===== src/pkg/wdn_defines.svh =====
/*
 * Constants of the watchdog and non-maskable interrupt block.
 * Assumes inclusion by bare name from the package and the top module.
 */
// Notes on behaviour
// - Counter advances on divided 256 Hz tick.
// - Reset leaves the run enable set.
// - Ten-bit counter overflow raises the interrupt.
// - Counts in halt; overflow wakes the core.
// - Interrupt-disable flag does not block it.
// - Refused until both stack halves loaded.
// - Handler vector is 0100H.
// - Bit D1 run enable, readable.
// - Writing one to D0 clears counter.
// - Clear strobe always reads as zero.
// - Bits D3 and D2 read zero.
`ifndef WDN_DEFINES_SVH
`define WDN_DEFINES_SVH

// ==========================================================
// Timing
`define WDN_CLK_HZ      125000000
`define WDN_SRC_HZ      256
`define WDN_TICK_DIV    (`WDN_CLK_HZ / `WDN_SRC_HZ)
`define WDN_CNT_W       10
`define WDN_CNT_MAX     10'h3FF

// ==========================================================
// Register map: indices, byte address is four times the index
`define WDN_CTRL_IDX    16'hFF07
`define WDN_STAT_IDX    16'hFF08
`define WDN_ADDR_W      18
`define WDN_CLR_BIT     0
`define WDN_EN_BIT      1
`define WDN_EN_RST      1'b1
`define WDN_ST_PEND_BIT 10
`define WDN_ST_MASK_BIT 11
`define WDN_NMI_VECTOR  16'h0100

`endif


===== src/pkg/wdn_pkg.sv =====
/*
 * Types of the watchdog block.
 * Assumes the constants header is on the include path.
 */
`include "wdn_defines.svh"

package wdn_pkg;

    // ======================================================
    // Bus carrier
    typedef struct packed {
        logic                   read;
        logic                   write;
        logic [`WDN_ADDR_W-1:0] address;
        logic [31:0]            writedata;
        logic [3:0]             byteenable;
    } wdn_avs_req_t;

    // ======================================================
    // Bus slave states
    typedef enum logic [1:0] {
        BUS_IDLE = 2'b01,
        BUS_DONE = 2'b10
    } wdn_bus_st_t;

endpackage


===== src/wdn_top.sv =====
/*
 * Watchdog counter with non-maskable interrupt request toward the core.
 * Assumes an Avalon-MM master and a core that acknowledges the request.
 */
`timescale 1ns/1ps
`include "wdn_defines.svh"

module wdn_top #(
    parameter int unsigned TICK_DIV = `WDN_TICK_DIV
) (
    input  wire logic                 MCLK_I,
    input  wire logic                 RST_I,
    input  wire wdn_pkg::wdn_avs_req_t AVS_REQ_I,
    output logic [31:0]               AVS_READDATA_O,
    output logic                      AVS_WAITREQUEST_O,
    input  wire logic                 CORE_HALT_I,
    input  wire logic                 IRQ_DISABLE_I,
    input  wire logic                 SP_HALF_ONE_WR_I,
    input  wire logic                 SP_HALF_TWO_WR_I,
    input  wire logic                 NMI_ACK_I,
    output logic                      NMI_REQ_O,
    output logic [15:0]               NMI_VECTOR_O,
    output logic                      HALT_WAKE_O
);
    import wdn_pkg::*;

    localparam int unsigned DIV_W = $clog2(TICK_DIV);

    // ======================================================
    // Elaboration check
    generate
        if (TICK_DIV < 2)
        begin : g_bad_div
            $error("TICK_DIV must be at least two.");
        end
    endgenerate

    // ======================================================
    // Declarations
    logic [DIV_W-1:0]       div_reg;
    logic [DIV_W-1:0]       div_next;
    logic                   tick_reg;
    logic                   tick_next;
    logic [`WDN_CNT_W-1:0]  cnt_reg;
    logic [`WDN_CNT_W-1:0]  cnt_next;
    logic                   en_reg;
    logic                   en_next;
    logic                   pend_reg;
    logic                   pend_next;
    logic                   mask_reg;
    logic                   mask_next;
    logic                   half_one_reg;
    logic                   half_one_next;
    logic                   half_two_reg;
    logic                   half_two_next;
    logic                   nmi_reg;
    logic                   nmi_next;
    logic                   wake_reg;
    logic                   wake_next;
    logic [15:0]            vec_reg;
    logic [15:0]            vec_next;
    wdn_bus_st_t            bus_reg;
    wdn_bus_st_t            bus_next;
    logic [31:0]            rd_reg;
    logic [31:0]            rd_next;
    logic                   wait_reg;
    logic                   wait_next;
    logic                   req;
    logic                   commit_wr;
    logic                   hit_ctrl;
    logic                   hit_stat;
    logic                   clr_wr;
    logic                   en_wr;
    logic                   ovf;

    // ======================================================
    // Address decode
    always_comb
    begin
        req      = AVS_REQ_I.read | AVS_REQ_I.write;
        hit_ctrl = 1'b0;
        hit_stat = 1'b0;
        if (AVS_REQ_I.address == {`WDN_CTRL_IDX, 2'b00})
        begin
            hit_ctrl = 1'b1;
        end
        else if (AVS_REQ_I.address == {`WDN_STAT_IDX, 2'b00})
        begin
            hit_stat = 1'b1;
        end
        commit_wr = AVS_REQ_I.write & (bus_reg == BUS_DONE);
        en_wr     = commit_wr & hit_ctrl & AVS_REQ_I.byteenable[0];
        clr_wr    = en_wr & AVS_REQ_I.writedata[`WDN_CLR_BIT];
    end

    // ======================================================
    // Bus slave
    // The write commits at the edge where waitrequest is seen low.
    always_comb
    begin
        bus_next  = bus_reg;
        wait_next = 1'b1;
        rd_next   = rd_reg;
        case (bus_reg)
            BUS_IDLE:
            begin
                if (req)
                begin
                    bus_next  = BUS_DONE;
                    wait_next = 1'b0;
                    rd_next   = 32'h0000_0000;
                    if (AVS_REQ_I.read & hit_ctrl)
                    begin
                        rd_next[`WDN_EN_BIT] = en_reg;
                    end
                    else if (AVS_REQ_I.read & hit_stat)
                    begin
                        rd_next[`WDN_CNT_W-1:0]     = cnt_reg;
                        rd_next[`WDN_ST_PEND_BIT]   = pend_reg;
                        rd_next[`WDN_ST_MASK_BIT]   = mask_reg;
                    end
                end
            end
            BUS_DONE:
            begin
                bus_next  = BUS_IDLE;
            end
            default:
            begin
                bus_next  = BUS_IDLE;
            end
        endcase
    end

    always_ff @(posedge MCLK_I or posedge RST_I)
    begin
        if (RST_I)
        begin
            bus_reg  <= BUS_IDLE;
            wait_reg <= 1'b1;
            rd_reg   <= 32'h0000_0000;
        end
        else
        begin
            bus_reg  <= bus_next;
            wait_reg <= wait_next;
            rd_reg   <= rd_next;
        end
    end

    // ======================================================
    // Watchdog counter
    // The prescaler is not cleared by the strobe, so the timeout
    // lands between 1023 and 1024 ticks after a clear, just under four seconds.
    always_comb
    begin
        div_next  = div_reg + DIV_W'(1);
        tick_next = 1'b0;
        if (div_reg == DIV_W'(TICK_DIV - 1))
        begin
            div_next  = '0;
            tick_next = 1'b1;
        end
        en_next = en_wr ? AVS_REQ_I.writedata[`WDN_EN_BIT] : en_reg;
        ovf      = en_reg & tick_reg & (cnt_reg == `WDN_CNT_MAX);
        cnt_next = cnt_reg;
        if (clr_wr)
        begin
            cnt_next = '0;
        end
        else if (en_reg & tick_reg)
        begin
            cnt_next = cnt_reg + `WDN_CNT_W'(1);
        end
    end

    always_ff @(posedge MCLK_I or posedge RST_I)
    begin
        if (RST_I)
        begin
            div_reg  <= '0;
            tick_reg <= 1'b0;
            cnt_reg  <= '0;
            en_reg   <= `WDN_EN_RST;
        end
        else
        begin
            div_reg  <= div_next;
            tick_reg <= tick_next;
            cnt_reg  <= cnt_next;
            en_reg   <= en_next;
        end
    end

    // ======================================================
    // Interrupt request toward the core
    always_comb
    begin
        pend_next = ovf | (pend_reg & ~NMI_ACK_I);
        half_one_next = half_one_reg | SP_HALF_ONE_WR_I;
        half_two_next = half_two_reg | SP_HALF_TWO_WR_I;
        mask_next     = mask_reg;
        if (SP_HALF_ONE_WR_I | SP_HALF_TWO_WR_I)
        begin
            mask_next = 1'b1;
        end
        if (half_one_next & half_two_next)
        begin
            mask_next     = 1'b0;
            half_one_next = 1'b0;
            half_two_next = 1'b0;
        end
        nmi_next  = pend_next & ~mask_next;
        wake_next = nmi_next & CORE_HALT_I;
        vec_next  = `WDN_NMI_VECTOR;
    end

    always_ff @(posedge MCLK_I or posedge RST_I)
    begin
        if (RST_I)
        begin
            pend_reg <= 1'b0;
            mask_reg <= 1'b1;
            half_one_reg <= 1'b0;
            half_two_reg <= 1'b0;
            nmi_reg  <= 1'b0;
            wake_reg <= 1'b0;
            vec_reg  <= 16'h0000;
        end
        else
        begin
            pend_reg <= pend_next;
            mask_reg <= mask_next;
            half_one_reg <= half_one_next;
            half_two_reg <= half_two_next;
            nmi_reg  <= nmi_next;
            wake_reg <= wake_next;
            vec_reg  <= vec_next;
        end
    end

    assign AVS_READDATA_O    = rd_reg;
    assign AVS_WAITREQUEST_O = wait_reg;
    assign NMI_REQ_O         = nmi_reg;
    assign NMI_VECTOR_O      = vec_reg;
    assign HALT_WAKE_O       = wake_reg;
endmodule


===== config.mk =====
export PLATFORM = sky130hd
export DESIGN_NAME = wdn_top
export DESIGN_NICKNAME = d
export VERILOG_FILES = /design/src/pkg/wdn_pkg.sv /design/src/wdn_top.sv
export VERILOG_INCLUDE_DIRS = /design/src /design/src/pkg
export SDC_FILE = /design/constraint.sdc
export NUM_CORES = 1
export LEC_CHECK = 0
export BUFFER_PORTS_ARGS = -buffer_cell sky130_fd_sc_hd__buf_4
export CORE_ASPECT_RATIO = 0.5
export CORE_UTILIZATION = 51
export CTS_CLUSTER_DIAMETER = 200
export DETAILED_ROUTE_END_ITERATION = 8
export GPL_TIMING_DRIVEN = 1
export MAX_ROUTING_LAYER = met4
export PLACE_DENSITY_LB_ADDON = 0.15
export SLEW_MARGIN = 20
export SYNTH_ARGS = -nofsm -noshare
export SYNTH_HDL_FRONTEND = slang
export SYNTH_SLANG_ARGS = --single-unit

===== constraint.sdc =====
create_clock -name MCLK_I -period 4.8 [get_ports MCLK_I]
set_clock_uncertainty 0.2 [all_clocks]
set_input_delay 0.48 -clock MCLK_I [delete_from_list [all_inputs] [get_ports MCLK_I]]
set_output_delay 0.48 -clock MCLK_I [all_outputs]
set_load 0.005 [all_outputs]

# Yosys cells after proc, flatten, opt, wreduce, memory -nomap -nowiden
# Index checks and enable logic that the tools add are counted.
word_totals:
  inputBits: 63
  register_bits: 53
  word_cells: 63
  output_inout_bits: 51
classes:
  n_eq_ne: 7
  n_reduce_logical: 2
  bitwise_logic: 19
  n_mux: 19
  add_sub_neg: 2
op_table:
  columns: ["operator", "count"]
  rows:
  - ["== test 18 bit (second input constant)", 2]
  - ["2-to-1 mux 10 bit", 3]
  - ["adder 19 x 1 -> 19 bit (second input constant)", 1]
  - ["== test 19 bit (second input constant)", 1]
  - ["2-to-1 mux 19 bit", 1]
  - ["bitwise AND 1 bit", 12]
  - ["2-to-1 mux 1 bit", 12]
  - ["2-to-1 mux 12 bit", 1]
  - ["adder 10 x 1 -> 10 bit (second input constant)", 1]
  - ["== test 10 bit (second input constant)", 1]
  - ["bitwise OR 1 bit", 5]
  - ["2-to-1 mux 2 bit", 2]
  - ["== test 2 x 1 -> 1 bit (second input constant)", 1]
  - ["== test 2 bit (second input constant)", 1]
  - ["!= test 2 bit (second input constant)", 1]
  - ["NOT 1 bit", 2]
  - ["AND reduction 2 bit", 1]
  - ["nonzero test 2 bit", 1]

# Longest topological paths before layout
# Gate-level depths: netlist of run 1.
depth:
  word_depth: 6
  depth_mapped: 6
  mapped_depth_nobuf: 5

# Worst setup path after synthesis of run 1
# Ideal clock, no wire load.
synth_timing:
  kind: "input to register"
  startpoint: "input AVS_REQ_I[37] (netlist name)"
  endpoint: "register en_reg"
  arrival_time_ns: 2.011
  setup_ns: 0.082
  path_stages: 4
  slack_ns: 2.507
  n_path_buf: 0
  t_required_ns: 4.518
  cell_sequence: "or4_1 > or4_4 > nor2_1 > mux2_2"
synth_via:
  elab_chain_cells: 4
synth_rtl:
  columns: ["item", "line", "text"]
  rows:
  - ["start, declared", "wdn_top.sv:13", "input wire wdn_pkg::wdn_avs_req_t AVS_REQ_I,"]
  - ["== test 18 bit", "wdn_top.sv:83", "if (AVS_REQ_I.address == {`WDN_CTRL_IDX, 2'b00})"]
  - ["2-to-1 mux 1 bit", "wdn_top.sv:83", null]
  - ["bitwise AND 1 bit (2 in a row)", "wdn_top.sv:92", "en_wr = commit_wr & hit_ctrl & AVS_REQ_I.byteenable[0];"]
  - ["end signal, assigned", "wdn_top.sv:184", "en_reg <= `WDN_EN_RST;"]
  - ["end signal, assigned", "wdn_top.sv:191", "en_reg <= en_next;"]
  - ["end, declared", "wdn_top.sv:46", "logic en_reg;"]
# Every way passes these cells.
# A chain may end at the register's enable or synchronous reset.

# Worst setup path in the final report of run 1
layout_timing:
  startpoint: "input AVS_REQ_I[37] (netlist name)"
  endpoint: "register rd_reg[11], in the netlist AVS_READDATA_O[11]"
layout_via:
  elab_chain_cells: 6
  word_cells_on_any_way: 9
  cone_classes: "2 x eq/ne; 5 x mux; 2 x bitwise"
layout_rtl:
  columns: ["item", "line", "text"]
  rows:
  - ["== test 18 bit", "wdn_top.sv:87", "else if (AVS_REQ_I.address == {`WDN_STAT_IDX, 2'b00})"]
  - ["2-to-1 mux 1 bit", "wdn_top.sv:87", null]
  - ["2-to-1 mux 1 bit", "wdn_top.sv:83", null]
  - ["bitwise AND 1 bit", "wdn_top.sv:116", "else if (AVS_REQ_I.read & hit_stat)"]
  - ["2-to-1 mux 12 bit", "wdn_top.sv:116", null]
  - ["2-to-1 mux 10 bit (*)", "wdn_top.sv:112", "if (AVS_REQ_I.read & hit_ctrl)"]
  - ["end signal, assigned", "wdn_top.sv:147", "rd_reg <= rd_next;"]
  - ["end, declared", "wdn_top.sv:64", "logic [31:0] rd_reg;"]
# Mark *: on every way between the ends. The rest lies on a longest branch, timed or not.

==> results of run 1 <==
## cells in the final DEF (no fill, tap or decap), types with 2 or more instances in the layout
master    Yosys  layout
nor4_1        3       3
dfrtp_1      49      49
and3_1        4       4
clkbuf_8      0       6
dfstp_2       4       4
o21ai_0       3       3
xor2_1       12      12
xnor2_1      12      12
conb_1        2      36
nor3_4        2       2
nor2_1       31      31
a21oi_1       3       3
nor2b_1       4       4
nor3b_1       2       2
a22o_2       10      10
and4_1        5       5
inv_1         7       6
nand3_1      11      11
nor3_1        5       5
buf_4        36      46
ha_1          3       3
nand2_1      11      11
or4_1         2       2
o31ai_1       2       2
nand4_1      11      11
clkinv_2      0       2
nand2b_1      2       2
## kinds of logic after synthesis
kind of cell | count (synthesis) | synth area share
compound gates | 22 | 0.0665
xor+xnor | 24 | 0.0792
fa+ha+maj | 3 | 0.0141
buf+inv | 46 | 0.119
flops | 53 | 0.502
mux | 2 | 0.00801
other cells | 2 | 0.00283
simple gates | 99 | 0.208
## metal layers
metal	up-vias	GRT usage	wire length (um)
met2	89	0.307	2130
li1	890	-	-
met4	0	0.0714	65
met3	8	0.0480	352
met5	-	-	0
met1	878	0.210	2110
## power by group through the flow
stage          combinational (uW)  clock, uW  sequential [uW]
2_1_floorplan                66.7          0              483
3_3_place_gp                 81.0          0              483
3_5_place_dp                 83.0          0              484
4_1_cts                      83.2        270              476
5_1_grt                      93.7        284              477
6_report                     82.3        261              475
## stage by stage
| stage | setup WS, ns | hold slack, ns |
|---|---|---|
| 2_1_floorplan | 2.51 | 0.233 |
| 3_3_place_gp | 2.19 | 0.242 |
| 3_5_place_dp | 2.17 | 0.255 |
| 4_1_cts | 2.49 | 0.134 |
| 5_1_grt | 2.41 | 0.141 |
| 6_report | 2.49 | 0.112 |
## worst max-delay path, cell delays in order
cell and delay (ns):
buf_4 0.10, or4_1 0.51, or4_4 0.59, nor3_4 0.46, a22o_2 0.21
## worst paths after layout
| check | start | to | depth (start not counted) |
|---|---|---|---|
| hold / removal | RST_I | cnt_reg[2] | 2 |
| setup / recovery | AVS_REQ_I[37] | AVS_READDATA_O[11] | 5 |
| min in group MCLK_I | AVS_REQ_I[54] | bus_reg[0] | 2 |
| max in group asynchronous | RST_I | cnt_reg[7] | 2 |
| hold reg to reg | half_two_reg | half_one_reg | 1 |
| setup reg to reg | div_reg[4] | div_reg[3] | 5 |
## final cells by class
class | instances | area (um2) | share of cell area
clock inverters | 2 | 13.8 | 0.00455
flip-flops and latches | 53 | 1330 | 0.441
well taps | 70 | 87.6 | 0.0290
inverters | 7 | 27.5 | 0.00911
clock buffers | 6 | 82.6 | 0.0273
repair buffers | 46 | 345 | 0.114
multi-input cells | 186 | 1130 | 0.375
==> flow_metrics.env, run 1 <==
export IMPL_finalCritPeriodShare=0.481
export IMPL_fmax_mhz=433
export IMPL_dr_pass1_iters=4
export IMPL_drive_above_1_share=0.250
export IMPL_htreeDepth=2
export IMPL_via_per_inst=5.04
export IMPL_postCtsHoldBufs=0
export IMPL_clockBufferDepth=2
export IMPL_areaGrowthSynthToFinish_pct=13.9
export IMPL_worst_pin_slew_ns=0.868
export IMPL_largest_reg_flops=19
export IMPL_p_comb_frac=0.101
export IMPL_p_sw_frac=0.243
export IMPL_path_clk_slew_ns=0.10
export IMPL_syn_area_mm2=0.00265
export IMPL_rows=18
export IMPL_synth_area_per_cell_um2=10.6
export IMPL_crit_type="in2reg"
export IMPL_grt_setup_unrepaired="false"
export IMPL_maxSlewHeadroom=0.421
export IMPL_yosysWarnings=0
export IMPL_die_area_mm2=0.00551
export IMPL_grt_max_degree=54
export IMPL_drc=0
export IMPL_yosysTopAreaCell="dfrtp_1"
export IMPL_antenna_left=0
export IMPL_grtUsageTotal=0.180
export IMPL_status="completed"
export IMPL_p_total_uw=818
export IMPL_grt_pass1_vias=1644
export IMPL_synth_distinct_cells=40
export IMPL_seq_power_share=0.581
export IMPL_hold_viol_final=0
export IMPL_maxSlewViolCount=0
export IMPL_synth_seq_cells=53
export IMPL_endpoint_kind="flip-flop"
export IMPL_num_nets_final=365
export IMPL_cts_tree="built"
export IMPL_globalplace_congestion=0.874
export IMPL_synth_top_cell_area_share=0.462
export IMPL_setup_viol=0
export IMPL_period_minus_slack_ns=2.31
export IMPL_ys_flop_type="dfrtp_1"
export IMPL_synth_common_cells="dfrtp_1, buf_4, nor2_1, xnor2_1, xor2_1"
export IMPL_cp_required_ns=4.85
export IMPL_num_vias=1865
export IMPL_pin_count=114
export IMPL_ys_async_sr_fraction=1.00
export IMPL_diodes=0
export IMPL_leakage_uw=0.00144
export IMPL_maxCapViolations=0
export IMPL_start_kind="input pin"
export IMPL_antenna_found_initial=0
export IMPL_internal_power_uw=619
export IMPL_core_mm2=0.00495
export IMPL_die_h_um=53.0
export IMPL_final_cell_area_mm2=0.00302
export IMPL_wl_per_cell_um=12.6
export IMPL_hpwlAfterDp_mm=3.30
export IMPL_synth_area_leaders="dfrtp_1, buf_4, nor2_1, dfstp_2, xnor2_1"
export IMPL_p_per_area_mw_per_mm2=271
export IMPL_clock_latency_ns=0.31
export IMPL_nFillCells=416
export IMPL_ctsResizeCount=0
export IMPL_crit_path_max_fanout=11
export IMPL_crit_arrival_ns=2.36
export IMPL_regToRegSetupSlack_ns=2.58
export IMPL_die_x_um=104
export IMPL_synth_most_common_cell="dfrtp_1"
export IMPL_synth_edf_count=0
export IMPL_gr_total_overflow=0
export IMPL_hold_class="in2async"
export IMPL_cts_sinks=53
export IMPL_wirelength_mm=4.66
export IMPL_switchingPower_uw=199
export IMPL_irDropWorstVdd_mv=0.125
export IMPL_dpl_cell_count=362
export IMPL_drt_iter0_drc=89
export IMPL_clockRootBuffer="clkbuf_8"
export IMPL_post_cts_buffers=0
export IMPL_postPlaceCellArea_mm2=0.00292
export IMPL_final_instance_count_excl_fill=370
export IMPL_clock_power_share=0.319
export IMPL_post_route_util=0.610
export IMPL_grt_pass1_wl_mm=7.36
export IMPL_start_util=0.536
export IMPL_yosysSeqAreaShare=0.502
export IMPL_numPortBuffers=44
export IMPL_cts_made_buffers=5
export IMPL_fin_setup_tns_ns=0
export IMPL_syn_inst=251
No activity file was read; power rests on OpenSTA's default activity.
==> inputs of run 2 (changes only) <==
--- a/config.mk
+++ b/config.mk
@@ -6,9 +6,10 @@
 export SDC_FILE = /design/constraint.sdc
 export NUM_CORES = 1
 export LEC_CHECK = 0
+export ABC_AREA = 1
 export BUFFER_PORTS_ARGS = -buffer_cell sky130_fd_sc_hd__buf_4
 export CORE_ASPECT_RATIO = 0.5
-export CORE_UTILIZATION = 51
+export CORE_UTILIZATION = 49
 export CTS_CLUSTER_DIAMETER = 200
 export DETAILED_ROUTE_END_ITERATION = 8
 export GPL_TIMING_DRIVEN = 1
==> constraint.sdc (replaced) <==
create_clock -name MCLK_I -period 2.4 [get_ports MCLK_I]
set_clock_uncertainty 0.2 [all_clocks]
set_input_delay 0.24 -clock MCLK_I [delete_from_list [all_inputs] [get_ports MCLK_I]]
set_output_delay 0.24 -clock MCLK_I [all_outputs]
set_load 0.005 [all_outputs]
==> flow_metrics.env, run 2 <==
export IMPL_status="completed"
export IMPL_clockBufferDepth=2
export IMPL_synth_top_cell_area_share=0.410
export IMPL_yosysSeqAreaShare=0.446
export IMPL_hold_viol_final=0
export IMPL_irDropWorstVdd_mv=0.324
export IMPL_antenna_left=0
export IMPL_nFillCells=502
export IMPL_synth_area_leaders="dfrtp_1, nand2_1, buf_4, inv_1, nor2_1"
export IMPL_post_route_util=0.617
export IMPL_leakage_uw=0.00184
export IMPL_yosysTopAreaCell="dfrtp_1"
export IMPL_synth_xor_area_share=0.0352
export IMPL_num_vias=2368
export IMPL_synth_common_cells="nand2_1, inv_1, dfrtp_1, buf_4, nor2_1"
export IMPL_grt_pass1_wl_mm=9.49
export IMPL_clock_latency_ns=0.28
export IMPL_start_util=0.526
export IMPL_synth_most_common_cell="nand2_1"
export IMPL_diodes=0
export IMPL_grt_pass1_vias=2209
export IMPL_wirelength_mm=5.61
export IMPL_fin_setup_tns_ns=0
export IMPL_hpwlAfterDp_mm=4.25
export IMPL_start_kind="input pin"
export IMPL_fmax_mhz=515
export IMPL_syn_area_mm2=0.00299
export IMPL_setup_slack_ns=0.457
export IMPL_drc=0
export IMPL_crit_path_max_fanout=14
export IMPL_wl_per_cell_um=11.0
export IMPL_yosysWarnings=0
export IMPL_synth_compound_area_frac=0.0406
export IMPL_cp_required_ns=2.38
export IMPL_maxSlewHeadroom=0.568
export IMPL_synthMuxAreaShare=0
export IMPL_die_h_um=57.2
export IMPL_pin_count=114
export IMPL_syn_inst=383
export IMPL_path_clk_slew_ns=0.07
export IMPL_via_per_inst=4.63
export IMPL_die_x_um=112
export IMPL_final_common_cell="nand2_1"
export IMPL_largest_reg_flops=19
export IMPL_synth_area_per_cell_um2=7.80
export IMPL_ys_flop_type="dfrtp_1"
export IMPL_hold_class="in2reg"
export IMPL_grtUsageTotal=0.193
export IMPL_layout_common_cells="nand2_1, inv_1, dfrtp_1, buf_4, conb_1"
export IMPL_cts_made_buffers=5
export IMPL_clockRootBuffer="clkbuf_16"
export IMPL_areaGrowthSynthToFinish_pct=17.4
export IMPL_finalCritPeriodShare=0.810
export IMPL_drive_above_1_share=0.198
export IMPL_antenna_found_initial=0
export IMPL_core_mm2=0.00568
export IMPL_grt_setup_unrepaired="false"
export IMPL_multiInputGateArea_mm2=0.00128
export IMPL_crit_arrival_ns=1.93
export IMPL_rows=19
export IMPL_grt_max_degree=33
export IMPL_globalplace_congestion=0.891
export IMPL_cts_tree="built"
export IMPL_setup_viol=0
export IMPL_num_nets_final=504
export IMPL_crit_type="in2reg"
export IMPL_yosys_area_share_simple=0.295
export IMPL_numPortBuffers=44
export IMPL_gr_total_overflow=0
export IMPL_htreeDepth=2
export IMPL_endpoint_kind="flip-flop"
export IMPL_synth_edf_count=0
export IMPL_dr_pass1_iters=4
export IMPL_synth_adder_area_share=0.0126
export IMPL_drt_iter0_drc=89
export IMPL_cts_sinks=53
export IMPL_period_minus_slack_ns=1.94
export IMPL_synth_seq_cells=53
export IMPL_ys_async_sr_fraction=1.00
export IMPL_maxSlewViolCount=0
export IMPL_synth_top_family_by_area="simple AND/OR/NAND/NOR gates"
export IMPL_dp_slack_ns=0.562
export IMPL_synth_distinct_cells=28
export IMPL_register_area_mm2=0.00133
export IMPL_maxCapViolations=0
export IMPL_die_area_mm2=0.00643
export IMPL_p_per_area_mw_per_mm2=582
export IMPL_worst_pin_slew_ns=0.648
[run 2: cell types whose count changed in the layout (fill, tap and decap cells not counted), moves of 6 or more]
cell,change
xnor2_1,-7
nand3_1,+13
a22o_2,-10
nand2_1,+81
nor2_2,+7
inv_1,+50
o21ai_0,+12
nand2_2,+6
[run 2: cell type report]
class,count,area share
Multi-Input combinational cell,266,0.365
Sequential cell,53,0.379
Clock buffer,6,0.0396
Timing Repair Buffer,52,0.115
Clock inverter,2,0.0107
Inverter,60,0.0642
Tap cell,73,0.0260
[run 2: through the flow]
step           hold WS [ns]  cells  cell area, um2  total power, uW
2_1_floorplan         0.103    417            3120             1150
3_3_place_gp          0.174    499            3280             1210
3_5_place_dp          0.179    499            3280             1220
4_1_cts              0.0110    512            3510             2060
5_1_grt              0.0274    512            3510             2130
6_report             0.0163    512            3510             2040
[run 2: cell families (layout without fill, tap and decap cells)]
kind of cell | after synthesis | count (layout)
buffers and inverters | 98 | 120
AOI/OAI and AO/OA | 23 | 23
adders and majority gates | 3 | 3
and+or+nand+nor | 192 | 192
DFF | 53 | 53
xor gates and xnor gates | 12 | 12
other | 2 | 36
[run 2: report_power, final]
| group | leakage, uW | internal (uW) | switching (uW) |
|---|---|---|---|
| sequential | 0.000704 | 945 | 15.7 |
| clock | 0.0000831 | 520 | 302 |
| combinational | 0.00105 | 107 | 151 |
| total | 0.00184 | 1570 | 469 |
[run 2: metal layers]
metal  wire length (um)  GRT usage  part of all wire
met5                  0          -                 0
met4                 21     0.0457            0.0037
met3                302     0.0414             0.054
met2               2710      0.339              0.48
met1               2580      0.230              0.46
[run 2: final timing paths]
kind	start	end	slack (ns)	cells past startpoint
hold / removal	SP_HALF_ONE_WR_I	half_one_reg	0.02	3
hold reg to reg	AVS_READDATA_O[9]	AVS_READDATA_O[9]	0.29	2
setup reg to reg	bus_reg[0]	AVS_READDATA_O[2]	0.56	7
max in group asynchronous	RST_I	div_reg[5]	0.98	4
min in group asynchronous	RST_I	NMI_VECTOR_O[8]	0.40	3
setup / recovery	AVS_REQ_I[54]	AVS_READDATA_O[1]	0.46	8
[run 2: critical path: stages]
cell	delay, ns
dlygate4sd3_1	0.53
buf_4	0.14
o21ai_1	0.11
buf_4	0.21
inv_1	0.24
or2_2	0.35
nand2_1	0.07
inv_1	0.03
[run 2: timing repair]
action	in CTS	in global routing
resized for setup	0	0
hold buffers	5	0
setup buffers	0	0
endpoints found under the hold margin	29	0
==> inputs of run 3 (changes only) <==
==> constraint.sdc (replaced) <==
create_clock -name MCLK_I -period 1.95 [get_ports MCLK_I]
set_clock_uncertainty 0.2 [all_clocks]
set_input_delay 0.195 -clock MCLK_I [delete_from_list [all_inputs] [get_ports MCLK_I]]
set_output_delay 0.195 -clock MCLK_I [all_outputs]
set_load 0.005 [all_outputs]
==> flow_metrics.env, run 3 (synthesis gave the netlist of run 2 again) <==
export IMPL_htreeDepth=2
export IMPL_fmax_mhz=584
export IMPL_hold_class="in2reg"
export IMPL_post_cts_buffers=0
export IMPL_grt_util_met2=0.336
export IMPL_num_vias=2373
export IMPL_cts_sinks=53
export IMPL_clock_power_share=0.367
export IMPL_hpwlAfterDp_mm=4.07
export IMPL_grt_pass1_vias=2232
export IMPL_antenna_found_initial=0
export IMPL_grt_pass1_wl_mm=9.74
export IMPL_via_per_inst=4.60
export IMPL_grt_setup_unrepaired="false"
export IMPL_hold_viol_final=0
export IMPL_cts_tree="built"
export IMPL_crit_path_max_fanout=14
export IMPL_drc=0
export IMPL_irDropWorstVdd_mv=0.422
export IMPL_crit_type="in2reg"
export IMPL_switchingPower_uw=590
export IMPL_die_area_mm2=0.00643
export IMPL_pin_count=114
export IMPL_cp_required_ns=1.94
export IMPL_gr_usage_met3=0.0499
export IMPL_path_clk_slew_ns=0.07
export IMPL_num_nets_final=508
export IMPL_gr_total_overflow=0
export IMPL_layout_common_cells="nand2_1, inv_1, dfrtp_1, buf_4, conb_1"
export IMPL_largest_reg_flops=19
export IMPL_die_x_um=112
export IMPL_drt_iter0_drc=72
export IMPL_maxCapViolations=0
export IMPL_numPortBuffers=44
export IMPL_crit_arrival_ns=1.70
export IMPL_maxSlewViolCount=0
export IMPL_final_common_cell="nand2_1"
export IMPL_seq_power_share=0.500
export IMPL_top_usage_layer="met2"
export IMPL_nFillCells=495
export IMPL_globalplace_congestion=0.876
export IMPL_finalCritPeriodShare=0.878
export IMPL_wirelength_mm=5.52
export IMPL_period_minus_slack_ns=1.71
export IMPL_critPathLaunch="AVS_REQ_I[54]"
export IMPL_start_kind="input pin"
export IMPL_areaGrowthSynthToFinish_pct=18.0
export IMPL_drive_above_1_share=0.196
export IMPL_fin_setup_tns_ns=0
export IMPL_wl_per_cell_um=10.7
export IMPL_endpoint_kind="flip-flop"
export IMPL_min_delay_start="AVS_REQ_I[4]"
export IMPL_p_comb_frac=0.133
export IMPL_p_per_area_mw_per_mm2=670
export IMPL_clockRootBuffer="clkbuf_16"
export IMPL_clockBufferDepth=2
export IMPL_dr_pass1_iters=5
export IMPL_setup_viol=0
export IMPL_die_h_um=57.2
export IMPL_status="completed"
export IMPL_p_sw_frac=0.250
export IMPL_cts_made_buffers=5
export IMPL_hold_ws_ns=0.0155
export IMPL_clock_latency_ns=0.29
export IMPL_start_util=0.526
export IMPL_rows=19
export IMPL_antenna_left=0
export IMPL_core_mm2=0.00568
export IMPL_internal_power_uw=1770
export IMPL_worstReg2RegStart="div_reg[0]"
export IMPL_grtUsageTotal=0.200
export IMPL_diodes=0
export IMPL_grt_use_met1=0.248
export IMPL_grt_max_degree=54
export IMPL_leakage_uw=0.00185
==> run 3: cell count changes in the layout (fill, tap and decap cells not counted) <==
cell           delta
clkinv_2          +2
dlygate4sd3_1     +4
buf_12            +1
clkbuf_8          -1
bufinv_16         -1
buf_4             -1
==> run 3: worst max-delay path, stage by stage <==
cell and delay, ns:
dlygate4sd3_1 0.54, buf_4 0.14, o21ai_1 0.16, inv_1 0.23, or2_2 0.33, nand2_1 0.06, inv_1 0.03
==> run 3: layer usage <==
metal	vias up	share of wire
li1	1221	-
met1	1084	0.48
met2	64	0.46
met3	4	0.049
met4	0	0.0076
met5	-	0
==> run 3: through the flow <==
step / utilization / power (uW) / cells / area [um2] / setup slack, ns
final: 0.621 / 2360 / 516 / 3530 / 0.238
after global routing: 0.621 / 2490 / 516 / 3530 / 0.0917
after CTS: 0.621 / 2400 / 516 / 3530 / 0.238
after detailed placement: 0.580 / 1500 / 499 / 3290 / 0.281
after global placement: 0.580 / 1490 / 499 / 3290 / 0.310
after floorplan: - / 1420 / 417 / 3120 / 0.275
==> run 3: cell type report <==
cell class              count  area, um2  area share
flip-flops and latches     53       1330       0.377
multi-input cells         266       1280       0.363
repair buffers             56        455       0.129
well taps                  73       91.3      0.0259
clock inverters             3       17.5     0.00497
inverters                  60        225      0.0639
clock buffers               5        125      0.0355
==> run 3: worst paths after layout <==
path / slack, ns / cells after the start / endpoint
worst min-delay path: 0.02 / 4 / cnt_reg[9]
worst max register to register: 0.26 / 9 / div_reg[14]
worst min register to register: 0.29 / 2 / AVS_READDATA_O[9]
max in group asynchronous: 0.96 / 4 / en_reg
worst max-delay path: 0.24 / 7 / AVS_READDATA_O[1]
min in group asynchronous: 0.31 / 4 / div_reg[11]
==> run 3: power by group through the flow <==
stage / clock network [uW] / logic [uW] / registers, uW
finish: 868 / 314 / 1180
CTS: 895 / 320 / 1180
detailed placement: 0 / 293 / 1200
floorplan: 0 / 220 / 1200
global route: 941 / 360 / 1180
global placement: 0 / 288 / 1200
==> run 3: what timing repair did <==
action                                 in CTS  in global routing
endpoints found under the hold margin      56                  0
setup endpoints to repair                   0                  0
hold buffers                                9                  0
resized for setup                           0                  0
